**src/logic/ttc_consts.vh**
```
// Constants for the thermal throttle control block
`ifndef TTC_CONSTS_VH
`define TTC_CONSTS_VH

// Misc enable register field positions
`define TTC_MISC_DUTY_EN_BIT 3
`define TTC_MISC_FV_EN_BIT 13
// Thermal-2 control register fields
`define TTC_T2_SELECT_BIT 16
`define TTC_T2_TARGET_MSB 15
`define TTC_T2_TARGET_LSB 0
`define TTC_T2_RESET 17'h00000
// Feature identification bit positions
`define TTC_FEAT_DUTY_BIT 29
`define TTC_FEAT_FV_BIT 8
// Thermal status bit positions
`define TTC_STAT_LIVE_BIT 0
`define TTC_STAT_LOG_BIT 1
// Minimum engaged time in microseconds and clock in MHz
`define TTC_MIN_HOLD_US 1000
`define TTC_CLK_MHZ 50
`define TTC_MIN_HOLD_CYC (`TTC_MIN_HOLD_US * `TTC_CLK_MHZ)
// Duty modulation period and default on-slots (of 8)
`define TTC_DUTY_PERIOD 8
`define TTC_DUTY_ON_DEF 4

`endif

```
**src/logic/ttc_sync.v**
```verilog
// Two-flop synchroniser for the sensor trip inputs
`timescale 1ns/1ps

module ttc_sync #(
    parameter WIDTH = 2
) (
    input wire i_clk,
    input wire i_rst_n,
    input wire [WIDTH-1:0] i_async,
    output wire [WIDTH-1:0] o_sync
);
    reg [WIDTH-1:0] meta_r;
    reg [WIDTH-1:0] sync_r;

    // First stage feeds only the second stage
    always @(posedge i_clk) begin
        if (!i_rst_n) begin
            meta_r <= {WIDTH{1'b0}};
            sync_r <= {WIDTH{1'b0}};
        end else begin
            meta_r <= i_async;
            sync_r <= meta_r;
        end
    end

    assign o_sync = sync_r;
endmodule

```
**src/logic/ttc_top.v**
```verilog
// Thermal throttle control: shutdown latch, throttle engage, duty gating, target request
`timescale 1ns/1ps
`include "ttc_consts.vh"

// Overview of the datapath
// Three comparator levels arrive from the sensor side: the catastrophic level,
// the throttle trip level and a lower hysteresis level. All three are brought
// into the core clock domain by one shared two-flop stage before anything reads
// them, so every consumer sees the same cycle of every trip.
//
// The catastrophic path is a single sticky flop. It has no enable, no clear and
// no readback, on purpose: nothing that software writes can delay or hide a
// shutdown. Only the block reset releases it.
//
// The throttle path is a small three-state engine. A trip moves it from idle to
// a hold state that lasts a fixed number of cycles, then to a wait state that
// only ends once both the trip and the hysteresis comparators read clear. The
// hold stops the throttle from chattering when the die sits at the trip point.
//
// While engaged, at most one of two actions is applied, chosen by the enable bits:
// duty gating drops the core clock enable for part of every modulation period,
// and frequency mode raises a request that carries the programmed target.
// Frequency mode wins when both would apply, so the two never stack.
//
// Limitations a user must know:
// - The configuration registers are plain write ports; the block cannot stop
//   software from rewriting enables or the target after firmware set them.
// - The duty ratio is fixed at build time; there is no run-time duty field.
// - The hold time is counted in core clocks, so a slower clock lengthens it
//   unless the parameter is scaled to match.

// How it works
// - Catastrophic trip halts core until reset
// - Catastrophic detection always on, invisible
// - Throttle trip precedes catastrophic trip
// - Duty mode gates clock internally only
// - Duty means clock-allowed time fraction
// - Misc bit 3 enables duty; resets clear
// - Feature bit 29 reports duty support
// - Feature bit 8 reports frequency support
// - Same trip drives frequency/voltage lowering
// - Legacy: select flag plus bit 3
// - Legacy: bit 3 without flag selects duty
// - Newer scheme: misc bit 13 enables frequency
// - Trip moves to thermal-2 target field
// - Hold engaged minimum time, hysteresis release
// - Live status bit while throttling
// - Sticky log bit, software or reset clears
module ttc_top #(
    parameter MIN_HOLD_CYC = `TTC_MIN_HOLD_CYC,
    parameter LEGACY_SCHEME = 0,
    parameter DUTY_PERIOD = `TTC_DUTY_PERIOD,
    parameter [3:0] DUTY_ON = `TTC_DUTY_ON_DEF
) (
    input wire I_REF_CLK,
    input wire I_RST_N,
    input wire I_CATASTROPHIC_TRIP,
    input wire I_THROTTLE_TRIP,
    input wire I_THROTTLE_TRIP_LOW,
    input wire [31:0] I_MISC_ENABLE_WDATA,
    input wire I_MISC_ENABLE_WE,
    input wire [16:0] I_THERMAL2_CONTROL_WDATA,
    input wire I_THERMAL2_CONTROL_WE,
    input wire I_STATUS_LOG_CLR,
    output wire [31:0] O_MISC_ENABLE,
    output wire [16:0] O_THERMAL2_CONTROL,
    output wire [31:0] O_FEATURE_EDX,
    output wire [31:0] O_FEATURE_ECX,
    output wire [1:0] O_THERMAL_STATUS,
    output wire O_CORE_HALT,
    output wire O_CORE_CLK_EN,
    output wire O_OP_POINT_REQ,
    output wire [15:0] O_OP_POINT_TARGET
);
    localparam ST_IDLE = 3'b001;
    localparam ST_HOLD = 3'b010;
    localparam ST_WAIT = 3'b100;
    localparam [31:0] HOLD_LAST = MIN_HOLD_CYC - 1;

    reg misc_duty_en_r;
    reg misc_fv_en_r;
    reg [16:0] t2_ctl_r;
    reg halt_r;
    reg [2:0] state_r;
    reg [2:0] state_nxt;
    reg [31:0] hold_cnt_r;
    reg [31:0] hold_cnt_nxt;
    reg log_r;
    reg [3:0] slot_r;
    reg clk_en_r;
    reg req_r;
    reg [15:0] target_r;
    wire [2:0] trips_s;
    wire cat_s;
    wire trip_s;
    wire trip_low_s;
    wire engaged;
    wire [1:0] mode_w;
    wire fv_mode;
    wire duty_mode;

    // Trip comparators are asynchronous to the core clock
    ttc_sync #(.WIDTH(3)) u_sync (
        .i_clk(I_REF_CLK),
        .i_rst_n(I_RST_N),
        .i_async({I_THROTTLE_TRIP_LOW, I_THROTTLE_TRIP, I_CATASTROPHIC_TRIP}),
        .o_sync(trips_s)
    );
    // Throttle comparator sits below shutdown, so it engages first on a rise
    assign cat_s = trips_s[0];
    assign trip_s = trips_s[1];
    assign trip_low_s = trips_s[2];

    // Mode decode, one function shared by gating and request paths
    function [1:0] mode_dec;
        input duty_en;
        input fv_en;
        input sel;
        input legacy;
        reg fv;
        begin
            if (legacy != 0) begin
                fv = duty_en & sel;
            end else begin
                fv = fv_en;
            end
            // Frequency mode wins, so duty never stacks on top
            mode_dec = {fv, duty_en & ~fv};
        end
    endfunction

    // One decode result feeds both action paths, so they can never disagree
    // about which mode is live in a given cycle
    assign mode_w = mode_dec(misc_duty_en_r, misc_fv_en_r, t2_ctl_r[`TTC_T2_SELECT_BIT],
        LEGACY_SCHEME[0]);
    assign fv_mode = mode_w[1];
    assign duty_mode = mode_w[0];

    // Configuration registers; enables clear at reset
    // Only the two enable bits are stored; other misc bits read back as zero.
    // A write takes effect at the edge that sees the strobe, and the new mode
    // applies to the action paths from the following cycle.
    always @(posedge I_REF_CLK) begin
        if (!I_RST_N) begin
            misc_duty_en_r <= 1'b0;
            misc_fv_en_r <= 1'b0;
            t2_ctl_r <= `TTC_T2_RESET;
        end else begin
            if (I_MISC_ENABLE_WE) begin
                misc_duty_en_r <= I_MISC_ENABLE_WDATA[`TTC_MISC_DUTY_EN_BIT];
                misc_fv_en_r <= I_MISC_ENABLE_WDATA[`TTC_MISC_FV_EN_BIT];
            end
            if (I_THERMAL2_CONTROL_WE) begin
                t2_ctl_r <= I_THERMAL2_CONTROL_WDATA;
            end
        end
    end

    // Catastrophic latch has no enable and no status path; only reset clears it
    always @(posedge I_REF_CLK) begin
        if (!I_RST_N) begin
            halt_r <= 1'b0;
        end else if (cat_s) begin
            halt_r <= 1'b1;
        end
    end

    // Engage state: hold the minimum time, then wait for the low threshold
    // The hold counter only runs in the hold state and restarts on every new
    // engagement; a trip that returns during the wait state simply keeps the
    // engine in wait, it does not restart the minimum time.
    always @* begin
        state_nxt = state_r;
        hold_cnt_nxt = hold_cnt_r;
        case (state_r)
            ST_IDLE: begin
                if (trip_s) begin
                    state_nxt = ST_HOLD;
                    hold_cnt_nxt = 32'h00000000;
                end
            end
            ST_HOLD: begin
                if (hold_cnt_r >= HOLD_LAST) begin
                    state_nxt = ST_WAIT;
                end else begin
                    hold_cnt_nxt = hold_cnt_r + 32'h00000001;
                end
            end
            ST_WAIT: begin
                // Hysteresis: release only once the lower comparator is clear too
                if (!trip_s && !trip_low_s) begin
                    state_nxt = ST_IDLE;
                end
            end
            default: begin
                state_nxt = ST_IDLE;
                hold_cnt_nxt = 32'h00000000;
            end
        endcase
    end

    always @(posedge I_REF_CLK) begin
        if (!I_RST_N) begin
            state_r <= ST_IDLE;
            hold_cnt_r <= 32'h00000000;
        end else begin
            state_r <= state_nxt;
            hold_cnt_r <= hold_cnt_nxt;
        end
    end

    assign engaged = (state_r != ST_IDLE);

    // Sticky log; a new trip wins over a same-cycle clear
    // Letting the trip win means a clear can never swallow an event that
    // arrives in the very cycle software acknowledges the previous one.
    always @(posedge I_REF_CLK) begin
        if (!I_RST_N) begin
            log_r <= 1'b0;
        end else if (trip_s) begin
            log_r <= 1'b1;
        end else if (I_STATUS_LOG_CLR) begin
            log_r <= 1'b0;
        end
    end

    // Duty gating: clock allowed for DUTY_ON of each DUTY_PERIOD slots, internal only
    // The slot counter free-runs so the gating phase does not depend on when
    // the trip arrived; the cost is a partial first period after engagement.
    // The enable is a flop so the clock gate downstream sees a clean level.
    always @(posedge I_REF_CLK) begin
        if (!I_RST_N) begin
            slot_r <= 4'h0;
            clk_en_r <= 1'b1;
        end else begin
            if (slot_r >= DUTY_PERIOD - 1) begin
                slot_r <= 4'h0;
            end else begin
                slot_r <= slot_r + 4'h1;
            end
            // Halted core keeps its clock off regardless of throttling
            if (halt_r || cat_s) begin
                clk_en_r <= 1'b0;
            end else if (engaged && duty_mode) begin
                clk_en_r <= (slot_r < DUTY_ON);
            end else begin
                clk_en_r <= 1'b1;
            end
        end
    end

    // Operating-point request, carrying the programmed target
    // The target is copied every cycle, so it is settled before the request
    // rises and follows any later write to the control register.
    always @(posedge I_REF_CLK) begin
        if (!I_RST_N) begin
            req_r <= 1'b0;
            target_r <= 16'h0000;
        end else begin
            req_r <= engaged && fv_mode;
            target_r <= t2_ctl_r[`TTC_T2_TARGET_MSB:`TTC_T2_TARGET_LSB];
        end
    end

    // Readback and identification
    // Feature bits are constants: both throttle modes are always built in.
    assign O_MISC_ENABLE = ({31'h00000000, misc_duty_en_r} << `TTC_MISC_DUTY_EN_BIT)
        | ({31'h00000000, misc_fv_en_r} << `TTC_MISC_FV_EN_BIT);
    assign O_THERMAL2_CONTROL = t2_ctl_r;
    assign O_FEATURE_EDX = 32'h00000001 << `TTC_FEAT_DUTY_BIT;
    assign O_FEATURE_ECX = 32'h00000001 << `TTC_FEAT_FV_BIT;
    assign O_THERMAL_STATUS = {log_r, engaged};
    assign O_CORE_HALT = halt_r;
    assign O_CORE_CLK_EN = clk_en_r;
    assign O_OP_POINT_REQ = req_r;
    assign O_OP_POINT_TARGET = target_r;
endmodule

```
**config.mk**
```make
export PLATFORM = sky130hd
export DESIGN_NAME = ttc_top
export DESIGN_NICKNAME = d
export VERILOG_FILES = /design/src/logic/ttc_sync.v /design/src/logic/ttc_top.v
export VERILOG_INCLUDE_DIRS = /design/src /design/src/logic
export SDC_FILE = /design/constraint.sdc
export NUM_CORES = 1
export LEC_CHECK = 0
export BUFFER_PORTS_ARGS = -buffer_cell sky130_fd_sc_hd__buf_2
export CAP_MARGIN = 20
export CORE_AREA = 2 2 102 104
export DETAILED_ROUTE_END_ITERATION = 10
export DIE_AREA = 0 0 104 106
export GPL_TIMING_DRIVEN = 0
export PLACE_DENSITY = 0.7
export SETUP_SLACK_MARGIN = 0.2
export SYNTH_ARGS = -nofsm -noshare
export SYNTH_HDL_FRONTEND = slang
export SYNTH_SLANG_ARGS = --single-unit
```
**constraint.sdc**
```tcl
create_clock -name I_REF_CLK -period 6.6 [get_ports I_REF_CLK]
set_input_delay 1.65 -clock I_REF_CLK [delete_from_list [all_inputs] [get_ports I_REF_CLK]]
set_output_delay 1.65 -clock I_REF_CLK [all_outputs]
set_load 0.03 [all_outputs]
```
==> results of run 1 <==
==> placed cells by master, fill, tap and decap left out, types with 3 or more instances in the layout <==
master	n
sky130_fd_sc_hd__nor2_1	17
sky130_fd_sc_hd__and3_1	5
sky130_fd_sc_hd__nor2b_1	24
sky130_fd_sc_hd__nor4_1	5
sky130_fd_sc_hd__or3_1	8
sky130_fd_sc_hd__nor3_1	4
sky130_fd_sc_hd__nand3_1	6
sky130_fd_sc_hd__mux2i_1	19
sky130_fd_sc_hd__and4_1	4
sky130_fd_sc_hd__clkbuf_8	10
sky130_fd_sc_hd__dfxtp_1	84
sky130_fd_sc_hd__conb_1	94
sky130_fd_sc_hd__a21oi_1	11
sky130_fd_sc_hd__o21ai_0	10
sky130_fd_sc_hd__o21a_1	7
sky130_fd_sc_hd__nand2_1	17
sky130_fd_sc_hd__inv_1	6
sky130_fd_sc_hd__and2_1	36
sky130_fd_sc_hd__buf_2	65
sky130_fd_sc_hd__clkbuf_1	11
sky130_fd_sc_hd__buf_4	98
sky130_fd_sc_hd__xnor2_1	3
==> kinds of logic (layout without fill, tap and decap cells) <==
| group | Yosys count | count (layout) |
|---|---|---|
| and+or+nand+nor | 141 | 141 |
| other | 2 | 94 |
| AOI/OAI and AO/OA | 40 | 40 |
| adders and majority gates | 2 | 2 |
| buffers and inverters | 115 | 196 |
| DFF | 84 | 84 |
| muxes | 19 | 19 |
| xor gates and xnor gates | 5 | 5 |
==> sequential cells by signal, summed over array words and instances, names as in the netlist <==
signal and cells:
misc_duty_en_r 1, slot_r 4, O_THERMAL2_CONTROL 17, O_OP_POINT_TARGET 16
u_sync.o_sync 3, hold_cnt_r 32, state_r 3, O_CORE_CLK_EN 1
log_r 1, O_OP_POINT_REQ 1, fv_mode 1, u_sync.meta_r 3
O_CORE_HALT 1
==> how the worst min path moves through the flow <==
stage                startpoint          endpoint  slack [ps]  cells past startpoint
3_5_place_dp   u_sync.meta_r[0]  u_sync.o_sync[0]         420                      1
5_1_grt        u_sync.meta_r[2]  u_sync.o_sync[2]         470                      1
6_report       u_sync.meta_r[1]  u_sync.o_sync[1]         440                      1
4_1_cts        u_sync.meta_r[0]  u_sync.o_sync[0]         440                      1
3_3_place_gp   u_sync.meta_r[2]  u_sync.o_sync[2]         410                      1
2_1_floorplan  u_sync.meta_r[0]  u_sync.o_sync[0]         410                      1
==> power groups by stage <==
| stage | combinational, mW | sequential (mW) | clock [mW] |
|---|---|---|---|
| after detailed placement | 0.312 | 0.555 | 0 |
| after CTS | 0.314 | 0.544 | 0.426 |
| after floorplan | 0.237 | 0.575 | 0 |
| after global placement | 0.309 | 0.554 | 0 |
| final | 0.316 | 0.543 | 0.417 |
| after global routing | 0.342 | 0.547 | 0.444 |
==> layer usage <==
layer	up-vias	global-route usage [%]	routed length, microns
li1	1499	-	-
met1	1260	15.3	3070
met2	97	23.0	3590
met3	8	2.58	406
met4	0	5.12	93
met5	-	0	0
==> critical path, stage by stage, from the launching register on <==
cell                       delay, ps
sky130_fd_sc_hd__dfxtp_1         370
sky130_fd_sc_hd__or3b_2          450
sky130_fd_sc_hd__clkbuf_1        190
sky130_fd_sc_hd__buf_4           170
sky130_fd_sc_hd__buf_2           170
==> metrics by stage <==
stage / power [mW] / cell area [sq um] / worst slack [ps] / hold slack (ps)
final: 1.28 / 4930 / 3260 / 438
after global routing: 1.33 / 4930 / 3190 / 474
after CTS: 1.28 / 4930 / 3250 / 440
after detailed placement: 0.868 / 4700 / 3460 / 418
after global placement: 0.862 / 4700 / 3460 / 414
after floorplan: 0.811 / 4210 / 3720 / 412
==> area by class of cell <==
cell class	instances	area (sq um)	area share [%]
plain buffers	109	777	15.7
clock buffers	10	138	2.79
clock inverters	6	93.8	1.90
inverters	6	22.5	0.456
multi-input cells	301	1730	35.0
flip-flops and latches	84	1680	34.1
well taps	136	170	3.45
repair buffers	65	325	6.59
==> run summary, run 1 <==
maximum number of pins on one net before global-route repair: 16
actual slew at the worst max-slew pin: 682 ps
number of setup violations in the final report: 0
Boundary Pins: 191
final hold violation count: 0
CTS Buffer Depth: 2
post-route antenna net violation count: 0
endpoint kind of the worst setup timing path: output pin
share of the synthesized area in compound gates (AO/OA/AOI/OAI): 7.26%
sequential element share of the synthesized area: 43.5%
class of the tightest hold or removal check: reg -> reg
Final #Nets: 635
CTS-repair resized insts: 0
Initial Utilization: 38.6%
Finished Layout Cells: 717
basic-gate share of the synthesized area counting and, or, nand and nor cells: 21.6%
Mapped Cells: 408
Layout area overhead: 27.8%
largest driver fanout on the critical path: 7
post-synth top area share: 43.5%
normalized max-slew margin: 54.6%
switching share of power: 32.3%
overall via count from detail_route: 2,864
clock root buffer: sky130_fd_sc_hd__clkbuf_8
Yosys cell types: 45
Synth Flop Type: sky130_fd_sc_hd__dfxtp_1
first-pass GRT wire length: 11,900 microns
number of enable-type register cells in the synthesized netlist: 0
die boundary width: 104 microns
register share of total power: 42.6%
die area: 0.0110 sq mm
leading cell types by count after synthesis: 98 x sky130_fd_sc_hd__buf_4, 84 x sky130_fd_sc_hd__dfxtp_1, 36 x sky130_fd_sc_hd__and2_1
DPL Wire Length: 5560 microns
vias in the first global route: 2,628
Clock Skew: 20.3 ps
Synth async-reset ratio: 0%
Max rail drop VDD: 155 uV
timing endpoint of the critical path: O_THERMAL_STATUS[0]
Critical Path Start Type: flop
post-synthesis adder-cell area fraction: 0.648%
run status: complete, no violations
GP Congestion: 0.786
top-count cell post-synth: sky130_fd_sc_hd__buf_4
RSZ-0062 raised after global routing: false
Vias per Instance: 3.99
instance count after placement with tap cells included: 701
# H-tree levels: 3
r2r startpoint: hold_cnt_r[0]
Critical Path Source: state_r[0]
number of optimization iterations in the first detailed-route pass: 4
internal power: 864 uW
count of fill cells added during filler insertion: 980
number of buffers added by the clock tree synthesis step: 9
Buffers on Ports: 65
hold-fix buffer count after cts: 0
top cells by area, synth: sky130_fd_sc_hd__dfxtp_1 44%, sky130_fd_sc_hd__buf_4 19%, sky130_fd_sc_hd__and2_1 5.8%, sky130_fd_sc_hd__mux2i_1 4.9%, sky130_fd_sc_hd__nor2b_1 3.9%
Reg-to-Reg End: hold_cnt_r[14]
Slew Viols, Final: 0
Post-CTS Setup Repair Bufs: 0
count of inserted antenna diode cells: 0
row count: 37
average cell area after synthesis: 9.47 sq um
Post-route DRC: 0
detailed-route wire length per cell: 9.99 microns
CTS clk-pin slew, worst paths: 80 ps
Iteration-0 DRC Markers: 105
minimum period implied by the final worst setup slack: 3340 ps
portion of total power attributed to the clock network: 32.7%
leakage power of the design: 2.47 nW
summed instance area of the synthesized netlist: 0.00386 sq mm
gr usage total: 12.9%
count of max-cap constraint violations: 0
cell type contributing the most total cell area after synthesis: sky130_fd_sc_hd__dfxtp_1
number of antenna violations at the first check in global routing: 0
proportion of power drawn by combinational gates: 24.7%
CTS tree: yes
combinational family with the most area after synthesis: simple AND/OR/NAND/NOR gates
total negative slack: 0 ps
net switching component of the power: 412 uW
type of the setup path with the least slack: reg -> out
# clock sinks: 84
Final Util: 49.3%
core box area: 0.0100 sq mm
Final period util: 50.7%
arrival time at the worst endpoint: 1690 ps
fraction of layout cells with a size suffix above 1: 32.4%
Ys Warns: 0
WL final: 7160 microns
share of synthesized area spent on multiplexers: 4.92%
leftover overflow at the end of global routing: 0
worst-case reg-to-reg path depth: 7
data required time at the worst endpoint: 4950 ps
fraction of synthesized cell area in xor and xnor cells: 1.13%
power per cell area: 259 mW/mm^2
number of flip-flops and latches in the synthesized netlist: 84
clock latency on the worst-skew pair: 350 ps
fmax: 299 MHz
vertical die dimension: 106 microns
worst reg2reg setup slack: 4340 ps
Note: power is estimated with default switching activity, not from simulation.
==> run 2: changes to the inputs <==
--- a/config.mk
+++ b/config.mk
@@ -6,13 +6,14 @@
 export SDC_FILE = /design/constraint.sdc
 export NUM_CORES = 1
 export LEC_CHECK = 0
+export ABC_AREA = 1
 export BUFFER_PORTS_ARGS = -buffer_cell sky130_fd_sc_hd__buf_2
 export CAP_MARGIN = 20
-export CORE_AREA = 2 2 102 104
+export CORE_AREA = 2 2 106 108
 export DETAILED_ROUTE_END_ITERATION = 10
-export DIE_AREA = 0 0 104 106
+export DIE_AREA = 0 0 108 110
 export GPL_TIMING_DRIVEN = 0
-export PLACE_DENSITY = 0.7
+export PLACE_DENSITY = 0.68
 export SETUP_SLACK_MARGIN = 0.2
 export SYNTH_ARGS = -nofsm -noshare
 export SYNTH_HDL_FRONTEND = slang
==> constraint.sdc (replaced) <==
create_clock -name I_REF_CLK -period 3.1 [get_ports I_REF_CLK]
set_input_delay 0.775 -clock I_REF_CLK [delete_from_list [all_inputs] [get_ports I_REF_CLK]]
set_output_delay 0.775 -clock I_REF_CLK [all_outputs]
set_load 0.03 [all_outputs]
==> run summary, run 2 <==
global routing met1 resource utilization: 16.6%
die area: 0.0119 sq mm
number of buffers added by the clock tree synthesis step: 9
die boundary width: 108 microns
post-route antenna net violation count: 0
post-synthesis adder-cell area fraction: 0.601%
# H-tree levels: 3
Initial Utilization: 38.9%
average cell area after synthesis: 7.64 sq um
Synth async-reset ratio: 0%
core box area: 0.0107 sq mm
Post-CTS Setup Repair Bufs: 0
count of inserted antenna diode cells: 0
share of synthesized area spent on multiplexers: 0%
global-route track usage on met2: 26.0%
RSZ-0062 raised after global routing: false
clock latency on the worst-skew pair: 350 ps
critical-path cell with the highest stage delay: sky130_fd_sc_hd__dfxtp_1
share of the synthesized area in compound gates (AO/OA/AOI/OAI): 6.46%
normalized max-slew margin: 52.7%
Boundary Pins: 191
run status: complete, no violations
actual slew at the worst max-slew pin: 709 ps
sequential element share of the synthesized area: 40.4%
CTS tree: yes
basic-gate share of the synthesized area counting and, or, nand and nor cells: 25.8%
CTS Buffer Depth: 2
worst-case reg-to-reg path depth: 12
Final Util: 48.7%
GP Congestion: 0.904
cell depth of the worst min-delay path: 2
leading cell types by count after synthesis: 99 x sky130_fd_sc_hd__buf_4, 84 x sky130_fd_sc_hd__dfxtp_1, 81 x sky130_fd_sc_hd__nand2_1, 81 x sky130_fd_sc_hd__nor2_1, 57 x sky130_fd_sc_hd__inv_1
first-pass GRT wire length: 14,100 microns
leftover overflow at the end of global routing: 0
final hold violation count: 0
flip-flop count of the largest register after layout: 32
final std cell area, no fill: 0.00521 sq mm
Buf+Inv Stages, Crit Path: 3
fmax: 504 MHz
highest-count cells in the layout ignoring fill and taps: 99 x sky130_fd_sc_hd__buf_4, 94 x sky130_fd_sc_hd__conb_1, 84 x sky130_fd_sc_hd__dfxtp_1
vias in the first global route: 3,216
DPL Wire Length: 6410 microns
overall via count from detail_route: 3,492
largest driver fanout on the critical path: 7
number of setup violations in the final report: 0
leakage power of the design: 2.72 nW
Placement Cell Area: 0.00501 sq mm
maximum number of pins on one net before global-route repair: 17
GRT busiest layer: met2
arrival time at the worst endpoint: 1210 ps
Finished Layout Cells: 857
Clock Skew: 13.4 ps
cell count along the critical path: 4
Synth Flop Type: sky130_fd_sc_hd__dfxtp_1
Final #Nets: 771
cell type contributing the most total cell area after synthesis: sky130_fd_sc_hd__dfxtp_1
power per cell area: 503 mW/mm^2
Layout area overhead: 25.1%
Vias per Instance: 4.07
Mapped Cells: 545
Yosys cell types: 35
number of enable-type register cells in the synthesized netlist: 0
Setup WS post-layout: 1110 ps
Max rail drop VDD: 325 uV
total negative slack: 0 ps
number of antenna violations at the first check in global routing: 0
endpoint kind of the worst setup timing path: output pin
minimum period implied by the final worst setup slack: 1990 ps
Iteration-0 DRC Markers: 202
CTS-repair resized insts: 0
number of optimization iterations in the first detailed-route pass: 5
WL final: 8330 microns
Post-route DRC: 0
gr usage total: 14.7%
worst path cell trace: inv_1 -> nand3b_4 -> buf_4 -> buf_2
pre-CTS setup slack: 1110 ps
post-synth top area share: 40.4%
CTS clk-pin slew, worst paths: 90 ps
register ranked first by flip-flop count: hold_cnt_r
Ys Warns: 0
Slew Viols, Final: 0
class of the tightest hold or removal check: reg -> reg
fraction of synthesized cell area in xor and xnor cells: 1.05%
peak per-stage delay on the critical path: 320 ps
# clock sinks: 84
type of the setup path with the least slack: reg -> out
top cells by area, synth: sky130_fd_sc_hd__dfxtp_1 40%, sky130_fd_sc_hd__buf_4 18%, sky130_fd_sc_hd__nand2_1 7.3%, sky130_fd_sc_hd__nor2_1 7.3%, sky130_fd_sc_hd__inv_1 5.1%
combinational family with the most area after synthesis: simple AND/OR/NAND/NOR gates
hold-fix buffer count after cts: 0
Buffers on Ports: 64
data required time at the worst endpoint: 2320 ps
clock root buffer: sky130_fd_sc_hd__clkbuf_8
summed instance area of the synthesized netlist: 0.00417 sq mm
critical path's top delay family: buffers and inverters
row count: 38
top-count cell post-synth: sky130_fd_sc_hd__buf_4
GR Util met3: 4.53%
detailed-route wire length per cell: 9.72 microns
most frequent standard cell in the layout excluding fill and tap cells: sky130_fd_sc_hd__buf_4
number of flip-flops and latches in the synthesized netlist: 84
count of max-cap constraint violations: 0
instance count after placement with tap cells included: 841
fraction of layout cells with a size suffix above 1: 30.4%
Critical Path Start Type: flop
Final period util: 64.0%
vertical die dimension: 110 microns
## run 2: cell count changes after synthesis, sizes merged, moves of 19 or more
cell	previous run	this run
mux2i	19	0
nand2	17	89
inv	6	59
nand3	8	28
and2	36	0
nor2b	24	0
nor2	17	83
## run 2: area by class of cell
cell class              instances  area (sq um)
repair buffers                 64           320
flip-flops and latches         84          1680
fillers                      1039          5490
clock buffers                   9           124
well taps                     140           175
plain buffers                 114           826
inverters                      62           238
multi-input cells             377          1770
clock inverters                 7          82.6
## run 2: kinds of logic (layout without fill, tap and decap cells)
group,Yosys count,count (layout)
and+or+nand+nor,231,231
buffers and inverters,176,256
DFF,84,84
AOI/OAI and AO/OA,45,45
xor gates and xnor gates,5,5
adders and majority gates,2,2
other,2,94
## run 2: worst paths after layout
path,start,slack [ps],endpoint
max reg2reg,hold_cnt_r[0],1230,hold_cnt_r[0]
min,u_sync.meta_r[0],420,u_sync.o_sync[0]
max,state_r[2],1110,O_THERMAL_STATUS[0]
min reg2reg,u_sync.meta_r[0],420,u_sync.o_sync[0]
## run 2: worst reg2reg max path, delay by kind of cell, from the launching register on
| family | cells | cell delay (ps) |
|---|---|---|
| simple gates | 8 | 730 |
| fa+ha+maj | 1 | 310 |
| compound gates | 1 | 130 |
| buf+inv | 2 | 200 |
| flops | 1 | 430 |
## run 2: through the flow
| step | hold slack (ps) | total power [mW] |
|---|---|---|
| 6_report | 419 | 2.62 |
| 5_1_grt | 460 | 2.75 |
| 4_1_cts | 421 | 2.65 |
| 3_5_place_dp | 398 | 1.84 |
| 3_3_place_gp | 396 | 1.83 |
| 2_1_floorplan | 390 | 1.73 |
## run 2: report_power, final
part	leakage (nW)	total (mW)	switching [mW]	internal, mW
logic	1.93	0.669	0.451	0.218
registers	0.687	1.15	0.0278	1.12
clock network	0.104	0.804	0.418	0.386
total	2.72	2.62	0.897	1.73
## run 2: layer usage
layer | wire length, microns | up-vias | part of all wire, %
met5 | 0 | - | 0
met4 | 75 | 0 | 0.90
met3 | 710 | 8 | 8.5
met2 | 4180 | 136 | 50
met1 | 3360 | 1513 | 40
li1 | - | 1835 | -
